===== src/light_cfg.svh =====
// Register offsets, reset values and timing counts for the light readout block
`ifndef LIGHT_CFG_SVH
`define LIGHT_CFG_SVH

// Register byte offsets
`define OFS_CONFIG   8'h00
`define OFS_TH_HIGH  8'h04
`define OFS_TH_LOW   8'h08
`define OFS_FLAGS    8'h0C
`define OFS_RES_VIS  8'h10
`define OFS_RES_WB   8'h14
`define OFS_LIN_VIS  8'h18
`define OFS_LIN_WB   8'h1C

// Field positions in the flag register
`define FLAG_HIGH_BIT 0
`define FLAG_LOW_BIT  1

// Reset values: automatic range, 100 ms conversion, idle
`define CONFIG_RESET 32'h0000_008C
`define TH_HIGH_RESET 32'h0000_FFFF
`define TH_LOW_RESET  32'h0000_0000

// Range codes and limits
`define RANGE_AUTO  4'hC
`define TOP_VIS     4'h8
`define TOP_WB      4'h6
`define CONV_MAX    4'hB

// Auto-range decision points on the 20-bit value
`define LOW2_LIMIT  20'h2_0000
`define LOW1_LIMIT  20'h4_0000
`define HIGH_LIMIT  20'hE_0000

// Bus answers
`define RESP_OKAY   2'h0
`define RESP_SLVERR 2'h2

// Conversion times in microseconds and cycles at the bus clock
`define CLK_MHZ     200
`define CONV_US_0   600
`define CONV_US_1   1000
`define CONV_US_2   1800
`define CONV_US_3   3400
`define CONV_US_4   6500
`define CONV_US_5   12700
`define CONV_US_6   25000
`define CONV_US_7   50000
`define CONV_US_8   100000
`define CONV_US_9   200000
`define CONV_US_10  400000
`define CONV_US_11  800000
`define CONV_CYC(us) ((us) * `CLK_MHZ)

`endif


===== src/light_pkg.sv =====
// Types shared by the light readout block
package light_pkg;

  typedef struct packed {
    logic        over;
    logic [19:0] value;
  } sample_s;

  typedef struct packed {
    logic [11:0] upper;
    logic [7:0]  lower;
    logic [7:0]  zero;
    logic [3:0]  shift;
  } result_s;

  typedef struct packed {
    logic [19:0] zero;
    logic        enable;
    logic [1:0]  fault_count;
    logic        latch;
    logic [3:0]  conv;
    logic [3:0]  range;
  } cfg_s;

  typedef struct packed {
    logic [15:0] zero;
    logic [3:0]  shift;
    logic [11:0] value;
  } thresh_s;

  typedef enum logic [0:0] {ST_IDLE, ST_CONV} meas_e;

endpackage


===== src/range_step.sv =====
// Next full-scale range choice for one channel
`include "light_cfg.svh"

module range_step
  import light_pkg::*;
(
  input  wire logic    auto_mode,
  input  wire logic [3:0] manual,
  input  wire logic [3:0] top,
  input  wire logic [3:0] cur,
  input  wire sample_s smp,
  output logic [3:0]   next_range,
  output logic         retry
);

  // Manual clamp, overflow retry, or step up or down
  always_comb
  begin
    retry      = 1'b0;
    next_range = cur;
    if (!auto_mode)
      next_range = (manual > top) ? top : manual;
    else if (smp.over)
    begin
      if (cur < top)
      begin
        retry      = 1'b1;
        next_range = cur + 4'h1;
      end
    end
    else if (smp.value >= `HIGH_LIMIT && cur < top)
      next_range = cur + 4'h1;
    else if (smp.value < `LOW2_LIMIT)
      next_range = (cur >= 4'h2) ? cur - 4'h2 : 4'h0;
    else if (smp.value < `LOW1_LIMIT && cur != 4'h0)
      next_range = cur - 4'h1;
  end

endmodule // range_step


===== src/light_autorange_result_threshold.sv =====
// Range control, result packing and threshold flags with an AXI4-Lite slave
`include "light_cfg.svh"

module light_autorange_result_threshold
  import light_pkg::*;
#(
  parameter int unsigned conv_cycles [12] = '{
    `CONV_CYC(`CONV_US_0), `CONV_CYC(`CONV_US_1), `CONV_CYC(`CONV_US_2),
    `CONV_CYC(`CONV_US_3), `CONV_CYC(`CONV_US_4), `CONV_CYC(`CONV_US_5),
    `CONV_CYC(`CONV_US_6), `CONV_CYC(`CONV_US_7), `CONV_CYC(`CONV_US_8),
    `CONV_CYC(`CONV_US_9), `CONV_CYC(`CONV_US_10), `CONV_CYC(`CONV_US_11)}
)
(
  input  wire logic        aclk,
  input  wire logic        aresetn,
  input  wire logic [7:0]  awaddr,
  input  wire logic        awvalid,
  output logic             awready,
  input  wire logic [31:0] wdata,
  input  wire logic [3:0]  wstrb,
  input  wire logic        wvalid,
  output logic             wready,
  output logic [1:0]       bresp,
  output logic             bvalid,
  input  wire logic        bready,
  input  wire logic [7:0]  araddr,
  input  wire logic        arvalid,
  output logic             arready,
  output logic [31:0]      rdata,
  output logic [1:0]       rresp,
  output logic             rvalid,
  input  wire logic        rready,
  input  wire sample_s     fe_vis,
  input  wire sample_s     fe_wb,
  output logic             fe_start,
  output logic [3:0]       fe_range_vis,
  output logic [3:0]       fe_range_wb
);

  // Byte-lane merge for register writes
  function automatic logic [31:0] merge(logic [31:0] old, logic [31:0] nw,
                                        logic [3:0] strb);
    logic [31:0] r;
    r = old;
    for (int i = 0; i < 4; i++)
      if (strb[i])
        r[i*8 +: 8] = nw[i*8 +: 8];
    return r;
  endfunction

  function automatic logic mapped(logic [7:0] a);
    return a == `OFS_CONFIG || a == `OFS_TH_HIGH || a == `OFS_TH_LOW ||
           a == `OFS_FLAGS || a == `OFS_RES_VIS || a == `OFS_RES_WB ||
           a == `OFS_LIN_VIS || a == `OFS_LIN_WB;
  endfunction

  function automatic logic [27:0] lin_code(logic [19:0] v, logic [3:0] s);
    return {8'h00, v} << s;
  endfunction

  function automatic logic [35:0] th_code(thresh_s t);
    return 36'(t.value) << (5'(t.shift) + 5'h08);
  endfunction

  function automatic logic [3:0] fault_need(logic [1:0] fc);
    return 4'h1 << fc;
  endfunction

  function automatic logic [3:0] conv_idx(logic [3:0] c);
    return (c > `CONV_MAX) ? `CONV_MAX : c;
  endfunction

  // State
  cfg_s        cfg, next_cfg;
  thresh_s     th_h, next_th_h, th_l, next_th_l;
  logic        aw_full, next_aw_full, w_full, next_w_full;
  logic [7:0]  wr_addr, next_wr_addr;
  logic [31:0] wr_data, next_wr_data;
  logic [3:0]  wr_strb, next_wr_strb;
  logic        next_awready, next_wready, next_bvalid;
  logic [1:0]  next_bresp, next_rresp;
  logic        next_arready, next_rvalid;
  logic [31:0] next_rdata;
  meas_e       state, next_state;
  logic [27:0] cnt, next_cnt, lim, next_lim;
  logic        next_start, report, next_report;
  logic [3:0]  next_rv, next_rw;
  result_s     res_vis, next_res_vis, res_wb, next_res_wb;
  logic [27:0] lin_vis, next_lin_vis, lin_wb, next_lin_wb;
  logic [3:0]  hi_cnt, next_hi_cnt, lo_cnt, next_lo_cnt;
  logic        flag_h, next_flag_h, flag_l, next_flag_l;

  // Shared decodes
  logic        auto_mode, wr_fire, rd_flags, conv_end, rep_now;
  logic        rt_vis, rt_wb, retry_any, hi_now, lo_now, hi_q, lo_q;
  logic [3:0]  nr_vis, nr_wb, need;
  logic [27:0] lin_now;

  assign auto_mode = (cfg.range == `RANGE_AUTO);
  assign wr_fire   = aw_full && w_full && !bvalid;
  assign rd_flags  = arvalid && arready && araddr == `OFS_FLAGS;
  assign conv_end  = (state == ST_CONV) && cnt >= lim;
  assign retry_any = rt_vis || rt_wb;
  assign rep_now   = conv_end && !retry_any;
  assign lin_now   = lin_code(fe_vis.value, fe_range_vis);
  assign hi_now    = 36'(lin_now) > th_code(th_h);
  assign lo_now    = 36'(lin_now) < th_code(th_l);
  assign need      = fault_need(cfg.fault_count);
  assign hi_q      = hi_now && (hi_cnt + 4'h1 >= need);
  assign lo_q      = lo_now && (lo_cnt + 4'h1 >= need);

  // Each channel steers its own range
  range_step u_step_vis (
    .auto_mode  (auto_mode),
    .manual     (cfg.range),
    .top        (`TOP_VIS),
    .cur        (fe_range_vis),
    .smp        (fe_vis),
    .next_range (nr_vis),
    .retry      (rt_vis)
  );

  range_step u_step_wb (
    .auto_mode  (auto_mode),
    .manual     (cfg.range),
    .top        (`TOP_WB),
    .cur        (fe_range_wb),
    .smp        (fe_wb),
    .next_range (nr_wb),
    .retry      (rt_wb)
  );

  // Write channel: address and data taken in either order
  always_comb
  begin
    next_aw_full = aw_full;
    next_w_full  = w_full;
    next_wr_addr = wr_addr;
    next_wr_data = wr_data;
    next_wr_strb = wr_strb;
    next_bvalid  = bvalid;
    next_bresp   = bresp;
    if (awvalid && awready)
    begin
      next_aw_full = 1'b1;
      next_wr_addr = awaddr;
    end
    if (wvalid && wready)
    begin
      next_w_full  = 1'b1;
      next_wr_data = wdata;
      next_wr_strb = wstrb;
    end
    if (bvalid && bready)
      next_bvalid = 1'b0;
    if (wr_fire)
    begin
      next_aw_full = 1'b0;
      next_w_full  = 1'b0;
      next_bvalid  = 1'b1;
      next_bresp   = mapped(wr_addr) ? `RESP_OKAY : `RESP_SLVERR;
    end
    next_awready = !next_aw_full && !next_bvalid;
    next_wready  = !next_w_full && !next_bvalid;
  end

  // Read channel: one cycle answer
  always_comb
  begin
    next_rvalid = rvalid && !rready;
    next_rdata  = rdata;
    next_rresp  = rresp;
    if (arvalid && arready)
    begin
      next_rvalid = 1'b1;
      next_rresp  = mapped(araddr) ? `RESP_OKAY : `RESP_SLVERR;
      case (araddr)
        `OFS_CONFIG:  next_rdata = cfg;
        `OFS_TH_HIGH: next_rdata = th_h;
        `OFS_TH_LOW:  next_rdata = th_l;
        `OFS_FLAGS:   next_rdata = {30'h0000_0000, flag_l, flag_h};
        `OFS_RES_VIS: next_rdata = res_vis;
        `OFS_RES_WB:  next_rdata = res_wb;
        `OFS_LIN_VIS: next_rdata = {4'h0, lin_vis};
        `OFS_LIN_WB:  next_rdata = {4'h0, lin_wb};
        default:      next_rdata = 32'h0000_0000;
      endcase
    end
    next_arready = !next_rvalid;
  end

  // Software registers
  always_comb
  begin
    next_cfg  = cfg;
    next_th_h = th_h;
    next_th_l = th_l;
    if (wr_fire && wr_addr == `OFS_CONFIG)
      next_cfg = merge(cfg, wr_data, wr_strb);
    if (wr_fire && wr_addr == `OFS_TH_HIGH)
      next_th_h = merge(th_h, wr_data, wr_strb);
    if (wr_fire && wr_addr == `OFS_TH_LOW)
      next_th_l = merge(th_l, wr_data, wr_strb);
    next_cfg.zero  = '0;
    next_th_h.zero = '0;
    next_th_l.zero = '0;
  end

  // Measurement sequencing
  always_comb
  begin
    next_state   = state;
    next_cnt     = cnt;
    next_lim     = lim;
    next_start   = 1'b0;
    next_report  = 1'b0;
    next_rv      = fe_range_vis;
    next_rw      = fe_range_wb;
    next_res_vis = res_vis;
    next_res_wb  = res_wb;
    next_lin_vis = lin_vis;
    next_lin_wb  = lin_wb;
    case (state)
      ST_IDLE:
        if (cfg.enable)
        begin
          next_state = ST_CONV;
          next_start = 1'b1;
          next_cnt   = 28'h000_0000;
          next_lim   = 28'(conv_cycles[conv_idx(cfg.conv)] - 1);
          next_rv    = auto_mode ? fe_range_vis : nr_vis;
          next_rw    = auto_mode ? fe_range_wb : nr_wb;
        end
      ST_CONV:
        if (conv_end && retry_any)
        begin
          next_start = 1'b1;
          next_cnt   = 28'h000_0000;
          next_rv    = rt_vis ? nr_vis : fe_range_vis;
          next_rw    = rt_wb ? nr_wb : fe_range_wb;
        end
        else if (conv_end)
        begin
          next_report  = 1'b1;
          next_res_vis = {fe_vis.value, 8'h00, fe_range_vis};
          next_res_wb  = {fe_wb.value, 8'h00, fe_range_wb};
          next_lin_vis = lin_now;
          next_lin_wb  = lin_code(fe_wb.value, fe_range_wb);
          next_rv      = nr_vis;
          next_rw      = nr_wb;
          next_cnt     = 28'h000_0000;
          next_lim     = 28'(conv_cycles[conv_idx(cfg.conv)] - 1);
          next_start   = cfg.enable;
          next_state   = cfg.enable ? ST_CONV : ST_IDLE;
        end
        else
          next_cnt = cnt + 28'h000_0001;
      default:
        next_state = ST_IDLE;
    endcase
  end

  // Fault runs and flags
  always_comb
  begin
    next_hi_cnt = hi_cnt;
    next_lo_cnt = lo_cnt;
    next_flag_h = flag_h;
    next_flag_l = flag_l;
    if (rd_flags && cfg.latch)
    begin
      next_flag_h = 1'b0;
      next_flag_l = 1'b0;
    end
    if (rep_now)
    begin
      next_hi_cnt = hi_now ? (hi_q ? need : hi_cnt + 4'h1) : 4'h0;
      next_lo_cnt = lo_now ? (lo_q ? need : lo_cnt + 4'h1) : 4'h0;
      if (cfg.latch)
      begin
        if (hi_q)
          next_flag_h = 1'b1;
        if (lo_q)
          next_flag_l = 1'b1;
      end
      else if (hi_q)
      begin
        next_flag_h = 1'b1;
        next_flag_l = 1'b0;
      end
      else if (lo_q)
      begin
        next_flag_h = 1'b0;
        next_flag_l = 1'b1;
      end
    end
  end

  // Registers of every group
  always_ff @(posedge aclk)
  begin
    if (!aresetn)
    begin
      aw_full <= 1'b0; w_full <= 1'b0; awready <= 1'b0; wready <= 1'b0;
      wr_addr <= 8'h00; wr_data <= 32'h0000_0000; wr_strb <= 4'h0;
      bvalid <= 1'b0; bresp <= `RESP_OKAY;
      arready <= 1'b0; rvalid <= 1'b0; rdata <= 32'h0000_0000;
      rresp <= `RESP_OKAY;
      cfg <= `CONFIG_RESET; th_h <= `TH_HIGH_RESET; th_l <= `TH_LOW_RESET;
      state <= ST_IDLE; cnt <= 28'h000_0000; lim <= 28'h000_0000;
      fe_start <= 1'b0; report <= 1'b0;
      fe_range_vis <= 4'h0; fe_range_wb <= 4'h0;
      res_vis <= '0; res_wb <= '0;
      lin_vis <= 28'h000_0000; lin_wb <= 28'h000_0000;
      hi_cnt <= 4'h0; lo_cnt <= 4'h0; flag_h <= 1'b0; flag_l <= 1'b0;
    end
    else
    begin
      aw_full <= next_aw_full; w_full <= next_w_full;
      awready <= next_awready; wready <= next_wready;
      wr_addr <= next_wr_addr; wr_data <= next_wr_data; wr_strb <= next_wr_strb;
      bvalid <= next_bvalid; bresp <= next_bresp;
      arready <= next_arready; rvalid <= next_rvalid;
      rdata <= next_rdata; rresp <= next_rresp;
      cfg <= next_cfg; th_h <= next_th_h; th_l <= next_th_l;
      state <= next_state; cnt <= next_cnt; lim <= next_lim;
      fe_start <= next_start; report <= next_report;
      fe_range_vis <= next_rv; fe_range_wb <= next_rw;
      res_vis <= next_res_vis; res_wb <= next_res_wb;
      lin_vis <= next_lin_vis; lin_wb <= next_lin_wb;
      hi_cnt <= next_hi_cnt; lo_cnt <= next_lo_cnt;
      flag_h <= next_flag_h; flag_l <= next_flag_l;
    end
  end

  logic [3:0] man_rng;
  assign man_rng = cfg.range;
endmodule // light_autorange_result_threshold


===== config.mk =====
export PLATFORM = sky130hd
export DESIGN_NAME = light_autorange_result_threshold
export DESIGN_NICKNAME = d
export VERILOG_FILES = /design/src/light_pkg.sv /design/src/range_step.sv /design/src/light_autorange_result_threshold.sv
export VERILOG_INCLUDE_DIRS = /design/src
export SDC_FILE = /design/constraint.sdc
export NUM_CORES = 1
export LEC_CHECK = 0
export CORE_ASPECT_RATIO = 0.7
export CORE_MARGIN = 4
export CORE_UTILIZATION = 60
export DETAILED_ROUTE_END_ITERATION = 12
export DONT_BUFFER_PORTS = 1
export PLACE_DENSITY = 0.75
export RECOVER_POWER = 50
export SETUP_SLACK_MARGIN = 0.4
export SYNTH_ARGS = -nofsm -noshare
export SYNTH_HDL_FRONTEND = slang
export SYNTH_SLANG_ARGS = --single-unit

===== constraint.sdc =====
create_clock -name aclk -period 5.3 [get_ports aclk]
set_input_delay 0.53 -clock aclk [delete_from_list [all_inputs] [get_ports aclk]]
set_output_delay 0.53 -clock aclk [all_outputs]
set_load 0.005 [all_outputs]

==> impl_metrics.json <==
{
  "numCtsBuffers": 29,
  "ys_top_cells_by_area": "dfxtp_1 (32%), nand2_1 (9.3%), a21oi_1 (8.5%)",
  "start_util_pct": 61.3,
  "path_max_fanout": 32,
  "cts_max_path_buffers": 3,
  "p_int_mw": 3.43,
  "antenna_found_initial": 0,
  "synth_seq_area_share_pct": 32.2,
  "vdd_drop_max_mv": 0.284,
  "hold_path_class": "primary input to flip-flop",
  "io_buffer_count": 0,
  "syn_inst": 2297,
  "synthesis.area_um2": 17800,
  "gp_routability_congestion": 0.954,
  "tightest_slew_ns": 3.46,
  "yosysTopAreaCellShare_pct": 32.2,
  "hold_violations": 0,
  "grt_overflow_total": 0,
  "cts_tree": "built",
  "start_kind": "flip-flop",
  "seq_power_share_pct": 48.7,
  "avgViaCountPerCell": 6.55,
  "row_count": 52,
  "drv_cap": 5,
  "drt-total-wl_um": 54900,
  "violations": "capacitance limit, slew limit",
  "finalNonFillerCells": 2604,
  "p_leak_nw": 6.71,
  "postCtsSetupBuffers": 0,
  "placed_area_um2": 18000,
  "skew_ns": 0.0107,
  "grt_pass1_wl_um": 86500,
  "path_class": "flip-flop to flip-flop",
  "routedWlPerCell_um": 21.1,
  "cpPeakStageDelay_ns": 0.50,
  "synth_area_per_cell_um2": 7.76,
  "run_status": "finished with violations",
  "drc": 0,
  "rsz0062_at_grt": "no",
  "cts.clk_slew.worst_paths_ns": 0.07,
  "p_per_area_nw_per_um2": 240,
  "setup_violations": 0,
  "n_antenna_cell": 0,
  "swShare_pct": 24.2,
  "tns_ns": 0,
  "final_nets": 2414,
  "power.switching_mw": 1.10,
  "ant_nets": 0,
  "synthFlopType": "dfxtp_1",
  "vias": 17058,
  "cp_common_cell": "o21ai_0",
  "path_cells": "buf_4 > mux2_2 > o21ai_0 > mux2i_1 > nand2_1 > o21ai_0 > ha_1 > nand4_1 > nor2_1 > a221o_1 > a211o_1 > a311o_1 > o211ai_1 > or3_1 > a21oi_1",
  "required_ns": 5.59,
  "grt_pass1_vias": 15518,
  "drt_iter0_markers": 2176,
  "drive_above_1_share_pct": 6.24,
  "p_clk_share_pct": 45.8,
  "synth-seq-cells": 287,
  "cts_max_level": 1,
  "grt_start_max_net_pins": 126,
  "dieArea_um2": 32600,
  "maxSlewHeadroom_pct": -131,
  "area_delta_synth_final_pct": 5.78,
  "core-area_um2": 29100,
  "holdBufCountCts": 0,
  "critPathSlowestCell": "ha_1",
  "synth.distinct_cells": 78,
  "ys_warn_count": 0,
  "power.share.combinational_pct": 5.6,
  "ctsResizeCount": 0,
  "clk_latency_ns": 0.56,
  "dp_hpwl_um": 39700,
  "finalMaxSlewViolations": 246,
  "postSynth.asyncResetShare_pct": 0,
  "die_height_um": 152,
  "fmax_mhz": 217,
  "yosys.area.top_type": "dfxtp_1",
  "synth-edff-count": 0,
  "cts_root_buf": "clkbuf_16",
  "die_w_um": 214,
  "clock-sinks": 287,
  "period_share_pct": 87.0,
  "p_total_mw": 4.53,
  "firstDrtPassIters": 6,
  "post-route-cell-area_um2": 18900,
  "arrival_ns": 4.90,
  "dp_cells": 2550,
  "end_kind": "flip-flop",
  "fillers": 2536,
  "grtUsageTotal_pct": 32.1,
  "period_needed_ns": 4.61,
  "pin_count": 151
}
==> kinds of logic (layout without fill, tap and decap cells) <==
logic type | count (synthesis) | after routing | synth area share, %
compound gates | 640 | 640 | 22.4
xor+xnor | 25 | 25 | 1.23
fa+ha+maj | 110 | 110 | 7.72
buf+inv | 212 | 128 | 4.56
flops | 287 | 287 | 32.2
mux | 145 | 145 | 10.1
other cells | 2 | 15 | 0.0421
simple gates | 876 | 876 | 21.7
==> critical path: cells and delay by family (launching register included) <==
| kind | cells | cell delay [ns] |
|---|---|---|
| buf+inv | 1 | 0.39 |
| simple gates | 4 | 0.58 |
| fa+ha+maj | 1 | 0.50 |
| compound gates | 7 | 1.99 |
| mux | 2 | 0.56 |
| flops | 1 | 0.31 |
==> metal layers <==
layer  track usage (%)  part of all wire (%)  vias up
li1                  -                     -     8076
met1              48.6                    46     8136
met2              46.8                    42      765
met3              6.94                   9.9       81
met4              7.71                   2.3        0
met5                 0                     0        -
==> flip-flops by register name, summed over array words and instances (netlist names), 16 cells and up <==
name,count
rdata,32
res_vis,24
res_wb,24
lim,24
th_l,16
cnt,28
wr_data,16
lin_wb,28
lin_vis,28
th_h,16
==> cell usage in the layout, fill, tap and decap left out, types with 29 or more instances in the layout <==
master | netlist | layout
a211oi_1 | 46 | 46
inv_1 | 40 | 41
nor2_1 | 168 | 168
nand2_1 | 440 | 440
clkbuf_16 | 0 | 29
o21ai_0 | 83 | 83
dfxtp_1 | 287 | 287
nand3_1 | 46 | 46
nor3_1 | 52 | 51
ha_1 | 110 | 110
a21oi_1 | 304 | 304
mux2i_1 | 92 | 92
==> area by class of cell <==
class	instances	area (um2)	area share (%)
inverters	44	165	0.876
flip-flops and latches	287	5750	30.5
repair buffers	30	195	1.04
multi-input cells	1811	11300	60.1
clock inverters	17	155	0.823
clock buffers	37	796	4.22
well taps	378	473	2.51
==> synthesized netlist by cell type, drive strengths merged, types with 24 or more instances <==
| cell | count |
|---|---|
| nand4 | 28 |
| a22oi | 28 |
| inv | 43 |
| mux4 | 25 |
| clkbuf | 151 |
| nor2 | 168 |
| nand2b | 27 |
| mux2 | 28 |
| a21oi | 304 |
| mux2i | 92 |
| a211oi | 46 |
| dfxtp | 287 |
| nand2 | 440 |
| nand3 | 46 |
| nor2b | 24 |
| nor3 | 52 |
| ha | 110 |
| a221oi | 28 |
| o21ai | 88 |
==> worst paths after layout <==
path | start | endpoint | slack [ns] | depth (start not counted)
max | fe_range_vis[0]$_SDFFE_PN0P_ | hi_cnt[3]$_SDFFE_PN0P_ | 0.69 | 15
min | aresetn | th_h[8]$_SDFFE_PN1P_ | 0.05 | 1
max reg2reg | fe_range_vis[0]$_SDFFE_PN0P_ | hi_cnt[3]$_SDFFE_PN0P_ | 0.69 | 15
min reg2reg | w_full$_SDFF_PN0_ | wready$_SDFF_PN0_ | 0.45 | 1
==> power groups by stage <==
| stage | clock [mW] | sequential (mW) | combinational, mW |
|---|---|---|---|
| finish | 2.07 | 2.20 | 0.252 |
| global route | 2.18 | 2.21 | 0.278 |
| CTS | 2.08 | 2.20 | 0.248 |
| detailed placement | 0 | 2.25 | 0.246 |
| global placement | 0 | 2.25 | 0.243 |
| floorplan | 0 | 2.24 | 0.201 |
==> per-stage QoR <==
stage | hold WS, ns | worst slack, ns | utilization [%]
6_report | 0.0528 | 0.689 | 64.8
4_1_cts | 0.0231 | 0.900 | 65.0
3_3_place_gp | 0.438 | 1.04 | 61.7
5_1_grt | 0.0270 | 0.411 | 64.8
2_1_floorplan | 0.422 | 1.49 | -
3_5_place_dp | 0.441 | 0.912 | 61.7
Note: power is estimated with default switching activity, not from simulation.
